File: config.mk
export PLATFORM = sky130hd
export DESIGN_NAME = host_adapter_diag_config_cmds
export DESIGN_NICKNAME = d
export VERILOG_FILES = /design/src/host_adapter_pkg.sv /design/src/host_adapter_diag_config_cmds.sv
export SDC_FILE = /design/constraint.sdc
export NUM_CORES = 1
export LEC_CHECK = 0
export ABC_AREA = 1
export ABC_CLOCK_PERIOD_IN_PS = 57900
export BUFFER_PORTS_ARGS = -buffer_cell sky130_fd_sc_hd__clkbuf_2
export CAP_MARGIN = 40
export CORE_ASPECT_RATIO = 1.1
export CORE_MARGIN = 3
export CORE_UTILIZATION = 45
export CTS_BUF_LIST = sky130_fd_sc_hd__clkbuf_8 sky130_fd_sc_hd__clkbuf_16
export CTS_CLUSTER_DIAMETER = 120
export DETAILED_ROUTE_END_ITERATION = 8
export GPL_TIMING_DRIVEN = 0
export PLACE_DENSITY = 0.64
export SETUP_SLACK_MARGIN = 0.5
export SLEW_MARGIN = 20
export SYNTH_ARGS = -nofsm -noshare
export SYNTH_HDL_FRONTEND = slang
export SYNTH_SLANG_ARGS = --single-unit
File: constraint.sdc
create_clock -name CLK -period 57.9 [get_ports CLK]
set_clock_uncertainty 0.05 [all_clocks]
set_input_delay 2.895 -clock CLK [delete_from_list [all_inputs] [get_ports CLK]]
set_output_delay 2.895 -clock CLK [all_outputs]
set_load 0.03 [all_outputs]
File: src/host_adapter_pkg.sv
// Shared constants and types for the host adapter command handler
package host_adapter_pkg;

   // Register byte offsets on the AXI4-Lite bus
   localparam logic [7:0] OFS_STATUS = 8'h00;
   localparam logic [7:0] OFS_DATA = 8'h04;
   localparam logic [7:0] OFS_INT_FLAGS = 8'h08;
   localparam logic [7:0] OFS_SHADOW = 8'h0c;
   localparam logic [7:0] OFS_DIAG_INJECT = 8'h10;
   localparam logic [7:0] OFS_DISC_MAP = 8'h14;

   // Command opcodes
   localparam logic [7:0] OP_ECHO = 8'h1f;
   localparam logic [7:0] OP_DIAG = 8'h20;
   localparam logic [7:0] OP_OPTIONS = 8'h21;
   localparam logic [7:0] OP_EE_WRITE = 8'h22;
   localparam logic [7:0] OP_EE_READ = 8'h23;
   localparam logic [7:0] OP_SHADOW = 8'h24;

   // Status register bit positions
   localparam int ST_SELF_TEST = 7;
   localparam int ST_DIAG_FAIL = 6;
   localparam int ST_IDLE = 4;
   localparam int ST_DATA_IN_FULL = 2;

   // Interrupt flag register bit positions
   localparam int IF_ANY_INT = 7;
   localparam int IF_CMD_DONE = 0;

   // Configuration store geometry
   localparam int EE_BYTES = 32;
   localparam logic [7:0] EE_MAX_XFER = 8'h20;

   // Self-test duration
   localparam int CLK_PERIOD_NS = 25;
   localparam int DIAG_TIME_NS = 10000;
   localparam int DIAG_CYCLES = (DIAG_TIME_NS + CLK_PERIOD_NS - 1) / CLK_PERIOD_NS;
   localparam int DIAG_CNT_W = $clog2(DIAG_CYCLES + 1);

   // Reset values
   localparam logic [1:0] SHADOW_RST = 2'b00;
   localparam logic [7:0] DISC_RST = 8'h00;

   // Shadow codes and bus responses
   localparam logic [1:0] SH_RAM_RW = 2'b11;
   localparam logic [1:0] RESP_OKAY = 2'b00;
   localparam logic [1:0] RESP_SLVERR = 2'b10;

   typedef enum logic [2:0] {
      S_IDLE = 3'b000,
      S_PARAM = 3'b001,
      S_ECHO = 3'b010,
      S_DIAG = 3'b011,
      S_RETURN = 3'b100
   } state_t;

   typedef struct packed {
      logic awvalid;
      logic [7:0] awaddr;
      logic wvalid;
      logic [31:0] wdata;
      logic [3:0] wstrb;
      logic bready;
      logic arvalid;
      logic [7:0] araddr;
      logic rready;
   } axil_req_t;

   typedef struct packed {
      logic awready;
      logic wready;
      logic bvalid;
      logic [1:0] bresp;
      logic arready;
      logic rvalid;
      logic [31:0] rdata;
      logic [1:0] rresp;
   } axil_rsp_t;

   typedef struct packed {
      logic shadow_read_ram;
      logic shadow_write_en;
      logic [7:0] disconnect_mask;
   } cfg_out_t;

endpackage

File: src/host_adapter_diag_config_cmds.sv
// Diagnostic and configuration command handler with AXI4-Lite register access
//
// Local design decisions: the placing of the registers and the AXI4-Lite interface to the registers.
`timescale 1ns/100ps
module host_adapter_diag_config_cmds #(
   parameter logic [host_adapter_pkg::EE_BYTES-1:0][7:0] FACTORY_CFG = '0
) (
   input wire logic CLK,
   input wire logic RST_N,
   input wire host_adapter_pkg::axil_req_t AXI_REQ,
   output host_adapter_pkg::axil_rsp_t AXI_RSP,
   output host_adapter_pkg::cfg_out_t CFG_OUT
);
   import host_adapter_pkg::*;

   typedef struct packed {
      state_t fsm;
      logic [7:0] opcode;
      logic [7:0] pidx;
      logic [7:0] plen;
      logic flag;
      logic [4:0] offset;
      logic [5:0] nbytes;
      logic [DIAG_CNT_W-1:0] dcnt;
      logic [7:0] data_in;
      logic df;
      logic diag_fail;
      logic self_test;
      logic done;
      logic any_int;
      logic [1:0] shadow;
      logic [7:0] disc;
      logic [7:0] diag_inject;
      logic [EE_BYTES-1:0][7:0] nv;
      logic [EE_BYTES-1:0][7:0] live;
      logic aw_full;
      logic [7:0] awaddr;
      logic w_full;
      logic [7:0] wbyte;
      logic wlane0;
      axil_rsp_t rsp;
      cfg_out_t cfg;
   } regs_t;

   regs_t r_reg;
   regs_t r_next;
   logic rst_meta_reg;
   logic rst_sync_reg;
   logic wr_fire;
   logic rd_fire;
   logic wr_mapped;
   logic cmd_pulse;
   logic pop;
   logic status_idle;

   // Byte pick from the factory or live image
   function automatic logic [7:0] cfg_byte(input logic use_live,
                                           input logic [EE_BYTES-1:0][7:0] live,
                                           input logic [4:0] idx);
      cfg_byte = use_live ? live[idx] : FACTORY_CFG[idx];
   endfunction

   // Reset release through two stages; assertion is still immediate
   always_ff @(posedge CLK or negedge RST_N) begin
      if (!RST_N) begin
         rst_meta_reg <= 1'b0;
         rst_sync_reg <= 1'b0;
      end else begin
         rst_meta_reg <= 1'b1;
         rst_sync_reg <= rst_meta_reg;
      end
   end

   // Write strobes decoded from held address and data, read strobes from the live request
   assign wr_fire = r_reg.aw_full && r_reg.w_full && !r_reg.rsp.bvalid;
   assign rd_fire = AXI_REQ.arvalid && r_reg.rsp.arready;
   assign wr_mapped = (r_reg.awaddr == OFS_STATUS) || (r_reg.awaddr == OFS_DATA) ||
                      (r_reg.awaddr == OFS_INT_FLAGS) || (r_reg.awaddr == OFS_SHADOW) ||
                      (r_reg.awaddr == OFS_DIAG_INJECT) || (r_reg.awaddr == OFS_DISC_MAP);
   assign cmd_pulse = wr_fire && r_reg.wlane0 && (r_reg.awaddr == OFS_DATA);
   assign pop = rd_fire && (AXI_REQ.araddr == OFS_DATA);
   assign status_idle = (r_reg.fsm == S_IDLE) && !r_reg.self_test;

   // Next-state logic for bus slave and command sequencer
   always_comb begin
      logic [31:0] rd;
      logic finish;
      rd = 32'h0;
      finish = 1'b0;
      r_next = r_reg;

      // Response channels retire on handshake
      if (r_reg.rsp.bvalid && AXI_REQ.bready) begin
         r_next.rsp.bvalid = 1'b0;
      end
      if (r_reg.rsp.rvalid && AXI_REQ.rready) begin
         r_next.rsp.rvalid = 1'b0;
      end
      // Address and data may arrive in either order
      if (AXI_REQ.awvalid && r_reg.rsp.awready) begin
         r_next.aw_full = 1'b1;
         r_next.awaddr = AXI_REQ.awaddr;
      end
      if (AXI_REQ.wvalid && r_reg.rsp.wready) begin
         r_next.w_full = 1'b1;
         r_next.wbyte = AXI_REQ.wdata[7:0];
         r_next.wlane0 = AXI_REQ.wstrb[0];
      end
      if (wr_fire) begin
         r_next.aw_full = 1'b0;
         r_next.w_full = 1'b0;
         r_next.rsp.bvalid = 1'b1;
         r_next.rsp.bresp = wr_mapped ? RESP_OKAY : RESP_SLVERR;
         // Clear first so a same-cycle hardware set wins
         if (r_reg.wlane0 && r_reg.awaddr == OFS_INT_FLAGS) begin
            if (r_reg.wbyte[IF_CMD_DONE]) begin
               r_next.done = 1'b0;
            end
            if (r_reg.wbyte[IF_ANY_INT]) begin
               r_next.any_int = 1'b0;
            end
         end
         if (r_reg.wlane0 && r_reg.awaddr == OFS_DIAG_INJECT) begin
            r_next.diag_inject = r_reg.wbyte;
         end
      end

      // Read mux; data-in read also drains the byte
      case (AXI_REQ.araddr)
         OFS_STATUS: begin
            rd[ST_SELF_TEST] = r_reg.self_test;
            rd[ST_DIAG_FAIL] = r_reg.diag_fail;
            rd[ST_IDLE] = status_idle;
            rd[ST_DATA_IN_FULL] = r_reg.df;
         end
         OFS_DATA: rd[7:0] = r_reg.data_in;
         OFS_INT_FLAGS: begin
            rd[IF_CMD_DONE] = r_reg.done;
            rd[IF_ANY_INT] = r_reg.any_int;
         end
         OFS_SHADOW: rd[1:0] = r_reg.shadow;
         OFS_DIAG_INJECT: rd[7:0] = r_reg.diag_inject;
         OFS_DISC_MAP: rd[7:0] = r_reg.disc;
         default: rd = 32'h0;
      endcase
      if (rd_fire) begin
         r_next.rsp.rvalid = 1'b1;
         r_next.rsp.rdata = rd;
         r_next.rsp.rresp = (AXI_REQ.araddr > OFS_DISC_MAP || AXI_REQ.araddr[1:0] != 2'b00) ?
                            RESP_SLVERR : RESP_OKAY;
      end
      if (pop) begin
         r_next.df = 1'b0;
      end

      // Command sequencer
      case (r_reg.fsm)
         S_IDLE: begin
            if (cmd_pulse) begin
               r_next.opcode = r_reg.wbyte;
               r_next.pidx = 8'h00;
               case (r_reg.wbyte)
                  OP_ECHO, OP_OPTIONS, OP_EE_WRITE, OP_EE_READ, OP_SHADOW: begin
                     r_next.fsm = S_PARAM;
                  end
                  OP_DIAG: begin
                     r_next.fsm = S_DIAG;
                     r_next.self_test = 1'b1;
                     r_next.diag_fail = 1'b0;
                     r_next.df = 1'b0;
                     r_next.dcnt = '0;
                  end
                  default: r_next.fsm = S_IDLE; // Unknown opcode dropped
               endcase
            end
         end
         S_PARAM: begin
            if (cmd_pulse) begin
               r_next.pidx = r_reg.pidx + 8'h01;
               case (r_reg.opcode)
                  OP_ECHO: begin
                     r_next.data_in = r_reg.wbyte;
                     r_next.df = 1'b1;
                     r_next.fsm = S_ECHO;
                  end
                  OP_OPTIONS: begin
                     // Trailing bytes beyond the bitmap fall through unused
                     if (r_reg.pidx == 8'h00) begin
                        r_next.plen = r_reg.wbyte;
                        finish = (r_reg.wbyte == 8'h00);
                     end else begin
                        if (r_reg.pidx == 8'h01) begin
                           r_next.disc = r_reg.wbyte;
                        end
                        finish = (r_reg.pidx == r_reg.plen);
                     end
                  end
                  OP_EE_WRITE: begin
                     if (r_reg.pidx == 8'h01) begin
                        r_next.nbytes = (r_reg.wbyte > EE_MAX_XFER) ?
                                        EE_MAX_XFER[5:0] : r_reg.wbyte[5:0];
                     end else if (r_reg.pidx == 8'h02) begin
                        r_next.offset = r_reg.wbyte[4:0];
                        finish = (r_reg.nbytes == 6'h00);
                     end else if (r_reg.pidx > 8'h02) begin
                        // Offset wraps inside the store, so 32 from zero fills it
                        r_next.nv[r_reg.offset] = r_reg.wbyte;
                        r_next.live[r_reg.offset] = r_reg.wbyte;
                        r_next.offset = r_reg.offset + 5'h01;
                        finish = (r_reg.pidx == {2'b00, r_reg.nbytes} + 8'h02);
                     end
                  end
                  OP_EE_READ: begin
                     if (r_reg.pidx == 8'h00) begin
                        r_next.flag = r_reg.wbyte[0];
                     end else if (r_reg.pidx == 8'h01) begin
                        r_next.nbytes = (r_reg.wbyte > EE_MAX_XFER) ?
                                        EE_MAX_XFER[5:0] : r_reg.wbyte[5:0];
                     end else begin
                        if (r_reg.nbytes == 6'h00) begin
                           finish = 1'b1;
                        end else begin
                           r_next.data_in = cfg_byte(r_reg.flag, r_reg.live,
                                                     r_reg.wbyte[4:0]);
                           r_next.offset = r_reg.wbyte[4:0] + 5'h01;
                           r_next.nbytes = r_reg.nbytes - 6'h01;
                           r_next.df = 1'b1;
                           r_next.fsm = S_RETURN;
                        end
                     end
                  end
                  OP_SHADOW: begin
                     r_next.shadow = r_reg.wbyte[1:0];
                     r_next.done = 1'b1;
                     r_next.fsm = S_IDLE;
                  end
                  default: r_next.fsm = S_IDLE;
               endcase
            end
         end
         S_ECHO: begin
            if (pop) begin
               finish = 1'b1;
            end
         end
         S_RETURN: begin
            if (pop) begin
               if (r_reg.nbytes == 6'h00) begin
                  finish = 1'b1;
               end else begin
                  // Next byte is staged in the same cycle as the drain
                  r_next.data_in = cfg_byte(r_reg.flag, r_reg.live, r_reg.offset);
                  r_next.offset = r_reg.offset + 5'h01;
                  r_next.nbytes = r_reg.nbytes - 6'h01;
                  r_next.df = 1'b1;
               end
            end
         end
         S_DIAG: begin
            r_next.dcnt = r_reg.dcnt + {{(DIAG_CNT_W-1){1'b0}}, 1'b1};
            if (r_reg.dcnt == DIAG_CNT_W'(DIAG_CYCLES - 1)) begin
               r_next.self_test = 1'b0;
               // Internal hard reset; host reprograms options afterward
               r_next.live = r_reg.nv;
               r_next.disc = DISC_RST;
               if (r_reg.diag_inject != 8'h00) begin
                  r_next.diag_fail = 1'b1;
                  r_next.data_in = r_reg.diag_inject;
                  r_next.df = 1'b1;
               end
               finish = 1'b1;
            end
         end
         default: r_next.fsm = S_IDLE;
      endcase

      if (finish) begin
         r_next.done = 1'b1;
         r_next.any_int = 1'b1;
         r_next.fsm = S_IDLE;
      end

      // Ready flags track holding state so each can sit in a flop
      r_next.rsp.awready = !r_next.aw_full && !r_next.rsp.bvalid;
      r_next.rsp.wready = !r_next.w_full && !r_next.rsp.bvalid;
      r_next.rsp.arready = !r_next.rsp.rvalid;
      r_next.cfg.shadow_read_ram = r_next.shadow[1];
      r_next.cfg.shadow_write_en = (r_next.shadow == SH_RAM_RW);
      r_next.cfg.disconnect_mask = r_next.disc;
   end

   // State register
   always_ff @(posedge CLK or negedge rst_sync_reg) begin
      if (!rst_sync_reg) begin
         r_reg <= '0;
         r_reg.fsm <= S_IDLE;
         r_reg.shadow <= SHADOW_RST;
         r_reg.disc <= DISC_RST;
         r_reg.nv <= FACTORY_CFG;
         r_reg.live <= FACTORY_CFG;
      end else begin
         r_reg <= r_next;
      end
   end

   assign AXI_RSP = r_reg.rsp;
   assign CFG_OUT = r_reg.cfg;

   // Checks
   localparam int AST_DIAG_LO = DIAG_CYCLES;
   localparam int AST_DIAG_HI = DIAG_CYCLES + 1;
endmodule

Word-level counts from Yosys, hierarchy flattened
Memory sizes are Yosys's and may differ from the RTL's.
Index checks and enable logic that the tools add are counted.
{ "op_classes": {"addsub": 6, "magnitude_cmp": 6, "n_eq_ne": 61, "mux": 112, "bitwise": 2, "n_reduce_logical": 63} }
{ "ops": {"columns": ["op", "count"], "rows": [
  ["$mux W256", 6],
  ["$bwmux W256", 2],
  ["$pmux W256 S2", 1],
  ["$mux W8", 13],
  ["$mux W9", 9],
  ["$bmux W8 S5", 2],
  ["$eq A8 B6 Y1 const B", 9],
  ["$mux W11", 5],
  ["$eq A8 B5 Y1 const B", 6],
  ["$pmux W11 S2", 2],
  ["$demux W8 S5", 1],
  ["$pmux W9 S2", 2],
  ["$mux W35", 1],
  ["$eq A8 B4 Y1 const B", 4],
  ["$logic_not A8 Y1", 4],
  ["$pmux W8 S2", 2],
  ["$mux W10", 3],
  ["$mux W28", 1],
  ["$mux W3", 8],
  ["$pmux W1 S4", 6],
  ["$pmux W8 S3", 1],
  ["$mux W1", 23],
  ["$ne A2 B2 Y1 const B", 11],
  ["$ne A3 B3 Y1 const B", 7],
  ["other kinds (52)", 121]
]} }
{ "word_totals": {"ff_bits": 631, "romBits": 512, "inputBits": 59, "output_inout_bits": 51, "elab_cells": 350, "mem_count": 2} }
{ "mem_list": {"columns": ["memory", "depth", "word_bits", "read_ports", "rd_ports_with_merged_regs", "write_ports", "line_no", "text"], "rows": [
  ["(no name shown)", 32, 8, 1, 0, 0, "host_adapter_diag_config_cmds.sv:60", "cfg_byte = use_live ? live[idx] : FACTORY_CFG[idx];"],
  ["(no name shown)", 32, 8, 1, 0, 0, "host_adapter_diag_config_cmds.sv:60", null]
]} }

Depth between registers and ports, before layout
{ "depth": {"ltp_word": 11, "depth_mapped": 16, "ltp_nobuf": 16} }

Worst setup path before layout
Ideal clock, no wire load.
{ "synth_path": {"kind": "input port to flip-flop", "startpoint": "in AXI_REQ[2] (netlist bit)", "endpoint": "reg r_reg[609] (netlist bit)", "arrival_time_ns": 4.344, "required_ns": 57.737, "setup_slack_ns": 53.394, "stages": 10, "n_path_buf": 0, "path_cell_list": "nor2_1 nand3_1 nor2_2 nand2_1 nand2_1 nand4_1 nor2_1 nand3_1 nand2_1 inv_1"} }
{ "synth_between": {"elab_chain_len": 4} }
{ "synth_rtl": {"columns": ["element", "line_no", "text"], "rows": [
  ["start: declaration", "host_adapter_diag_config_cmds.sv:10", "input wire host_adapter_pkg::axil_req_t AXI_REQ,"],
  ["$eq A8 B3 Y1", "host_adapter_diag_config_cmds.sv:81", "assign pop = rd_fire && (AXI_REQ.araddr == OFS_DATA);"],
  ["$logic_and A1 B1 Y1", "host_adapter_diag_config_cmds.sv:81", null],
  ["$ne A2 B2 Y1 (no line)", null, null],
  ["$reduce_and A10 Y1 (no line)", null, null],
  ["end signal: assignment", "host_adapter_diag_config_cmds.sv:302", "r_reg <= r_next;"],
  ["end: declaration", "host_adapter_diag_config_cmds.sv:45", "regs_t r_reg;"]
]} }
Every way passes these cells.
A chain may end at the register's enable or synchronous reset.

Worst setup path in the final report
{ "layout_path": {"startpoint": "in AXI_REQ[2] (netlist bit)", "endpoint": "reg r_reg[630] (netlist bit)"} }
Same word-level chain as after synthesis.

==> results.md <==
* Seq/Total Area, Yosys at 0.462
* CP Class: in2reg
* Cells along the critical path: clkbuf_2 -> nor2_1 -> nand3_1 -> nor2_2 -> nand2_1 -> nand2_1 -> nand4_1 -> nor3_2 -> o21ai_0
* Critical path's slowest cell: nor3_2
* Gpl congestion at approximately 1.1
* Mapped Area at about 0.034 mm²
* Largest fanout on the critical path at 10
* Final ANT Viol Nets at 0
* CTS max path bufs at 3
* Worst-path clk slew at 70 ps
* Worst-skew pair later-pin latency at between 600 and 700 ps
* Internal power at around 0.00085 W
* CTS tree: done
* R2r setup slk at approximately 53000 ps
* # nets final at a little over 5000
* Area grow syn2layout at 15.9%
* Pin count of the biggest net entering global routing at 60
* Filler cells at about 7400
* Part of the cycle the worst path needs at 0.0812
* CP Capture Type: register
* Fin. max-slew vios at 0
* Switching power at roughly 0.00066 W
* Initial Util at 0.455
* Core area at 0.0748 mm²
* Final WS setup at ~53000 ps
* Io pins at between 100 and 150
* Vias per inst at 5.73
* Total wire length at 157 mm
* Post-Syn Area per Cell at 7.13 µm²
* Die Y at between 200 and 300 µm
* Cts hold-fix bufs at 0
* Total gr overflow at 0
* Vias in the first global route at about 32000
* Capture point of the worst reg-to-reg path: r_reg[621]$_DFFE_PN0P_
* FF-to-FF path depth at 15
* Period minus WS final at about 4700 ps
* Setup bufs post-CTS at 0
* Worst-Margin Slew at 958 ps
* RSZ-0062 raised after global routing: no
* Setup TNS at 0 ps
* Crit path DAT at just over 5000 ps
* Maximum vdd drop at 0.0000203 V
* Post-Place Setup Slack at about 53000 ps
* Combinational power share at 0.388
* F_max at about 210 MHz
* Num CTS Buffers at 69
* CP most frequent cell: nand2_1
* PortBufs at between 50 and 60
* Max incr delay on CP at ~600 ps
* EDFF count, synth at 0
* Tot GR Track Use at 0.397
* First-pass GRT wire length at ~220 mm
* # rows at around 110
* Max-Cap Viols at 0
* Routed vias at 34700
* DIE AREA at roughly 0.08 mm²
* Yosys top cell area share at 0.462
* Post-synthesis cell count at 4775
* Clock power frac at 0.300
* Remaining DRCs at 0
* DRT Pass-1 Iters at 6
* H-tree Lvls at 3
* Area leader, netlist: dfrtp_1
* Sinks on Clock Net at around 630
* Critical Path Start Type: primary input
* Tightest Hold Check Type: reg2async
* Yosys warnings at 0
* Iter 0 DRT Violations at between 4000 and 5000
* Leak at around 19 nW
* Slew HR at 0.361
* Worst Path Required at a little under 60000 ps
* Status: completed
* Post-CTS Resized at 0
* Synth cell types at 46
* Reg power frac at 0.312
* Flip-flop count of the largest register after layout at 601
* Net Sw Frac at 0.438
* Top cells by area, synth: dfrtp_1, nand2_1, o21ai_0
* Async SR Flop Fraction at 1.00
* Detailed placer's ending HPWL at 121 mm
* Final hold vios at 0
* Pwr dens at ~38 mW/mm²
* Initial antenna violation count at 9
* Setup Viol. Count Final at 0
* CTS Root Cell: clkbuf_16
* Synthesized flop and latch total at 628
* Main synth FF type: dfrtp_1
* Die width at ~270 µm
* R2R Path Start: r_reg[52]$_DFFE_PN0P_
* Layout cells sized above 1 at 0.0894
* Routed WL per cell at 26.0 µm
[layer usage]
metal | global-route usage | wire (µm) | up-vias
met2 | 0.574 | 65600 | 1930
met5 | 0 | 0 | -
li1 | - | - | 15700
met3 | 0.0927 | 16100 | 470
met4 | 0.247 | 11300 | 0
met1 | 0.538 | 64400 | 16500
[Yosys cell counts, types with 17 or more instances]
cell type	instances
nand4_1	17
ha_1	18
nand3_1	369
nor2_1	278
clkbuf_1	197
inv_1	405
a21oi_1	153
nor3_1	19
o21ai_1	57
o21ai_0	674
xor2_1	22
dfrtp_1	628
nand2_1	1683
buf_2	36
o211ai_1	19
buf_1	17
buf_4	67
[power groups by stage]
stage / Sequential (W) / Clock [W] / Combinational [W]
global placement: 0.000487 / 0 / 0.000488
CTS: 0.000470 / 0.000456 / 0.000552
detailed placement: 0.000478 / 0 / 0.000551
finish: 0.000471 / 0.000453 / 0.000584
global route: 0.000472 / 0.000475 / 0.000587
floorplan: 0.000477 / 0 / 0.000222
[final cells by class]
| cell class | instances | area, µm² | share of cell area |
|---|---|---|---|
| antenna | 6 | 15.0 | 0.000380 |
| timing repair buffer | 157 | 1780 | 0.0451 |
| clock inverter | 38 | 330 | 0.00837 |
| clock buffer | 85 | 1970 | 0.0499 |
| buffer | 321 | 1540 | 0.0390 |
| sequential | 628 | 15700 | 0.398 |
| multi-input combinational | 3431 | 15300 | 0.388 |
| tap | 963 | 1200 | 0.0305 |
| inverter | 420 | 1580 | 0.0399 |
[logic make-up after synthesis]
family | Yosys count | synth area share
AOI/OAI and AO/OA | 967 | 0.151
xor gates and xnor gates | 29 | 0.00746
adders and majority gates | 18 | 0.00661
buffers and inverters | 741 | 0.0909
DFF | 628 | 0.462
muxes | 1 | 0.000294
other | 2 | 0.000221
and+or+nand+nor | 2389 | 0.282
[placed cells by master (no fill, tap or decap), types with 36 or more instances in the layout]
master,Yosys,routed
nand2_1,1683,1683
o21ai_0,674,674
dfrtp_1,628,627
inv_1,405,414
nand3_1,369,369
nor2_1,278,278
clkbuf_1,197,180
a21oi_1,153,153
clkbuf_2,2,75
clkbuf_16,0,71
buf_4,67,70
buf_6,2,64
o21ai_1,57,57
buf_2,36,36
[worst max-delay path by stage]
stage | from | slack (ps) | end
2_1_floorplan | rst_sync_reg$_DFF_PN0_ | 39050 | AXI_RSP[1]$_DFFE_PN0P_
3_3_place_gp | rst_sync_reg$_DFF_PN0_ | 31450 | r_reg[575]$_DFFE_PN0P_
3_5_place_dp | AXI_REQ[2] | 52620 | r_reg[632]$_DFFE_PN0P_
4_1_cts | AXI_REQ[2] | 53290 | r_reg[630]$_DFFE_PN0P_
5_1_grt | AXI_REQ[2] | 53010 | r_reg[628]$_DFFE_PN0P_
6_report | AXI_REQ[2] | 53200 | r_reg[630]$_DFFE_PN0P_
[worst max-delay path, delay by kind of cell]
family	cells	cell delay, ps
AO/OA/AOI/OAI	1	200
buffers and inverters	1	90
AND/OR/NAND/NOR	7	1930
[through the flow]
step	cells	hold slack (ps)	util	total power, W	instance area, µm²
after floorplan	4800	281	-	0.000699	34100
after global placement	5819	286	0.477	0.000975	35600
after detailed placement	5915	289	0.496	0.00103	37100
after CTS	6038	295	0.527	0.00148	39400
after global routing	6043	305	0.528	0.00153	39500
final	6049	268	0.528	0.00151	39500
Note: power is estimated with default switching activity, not from simulation.
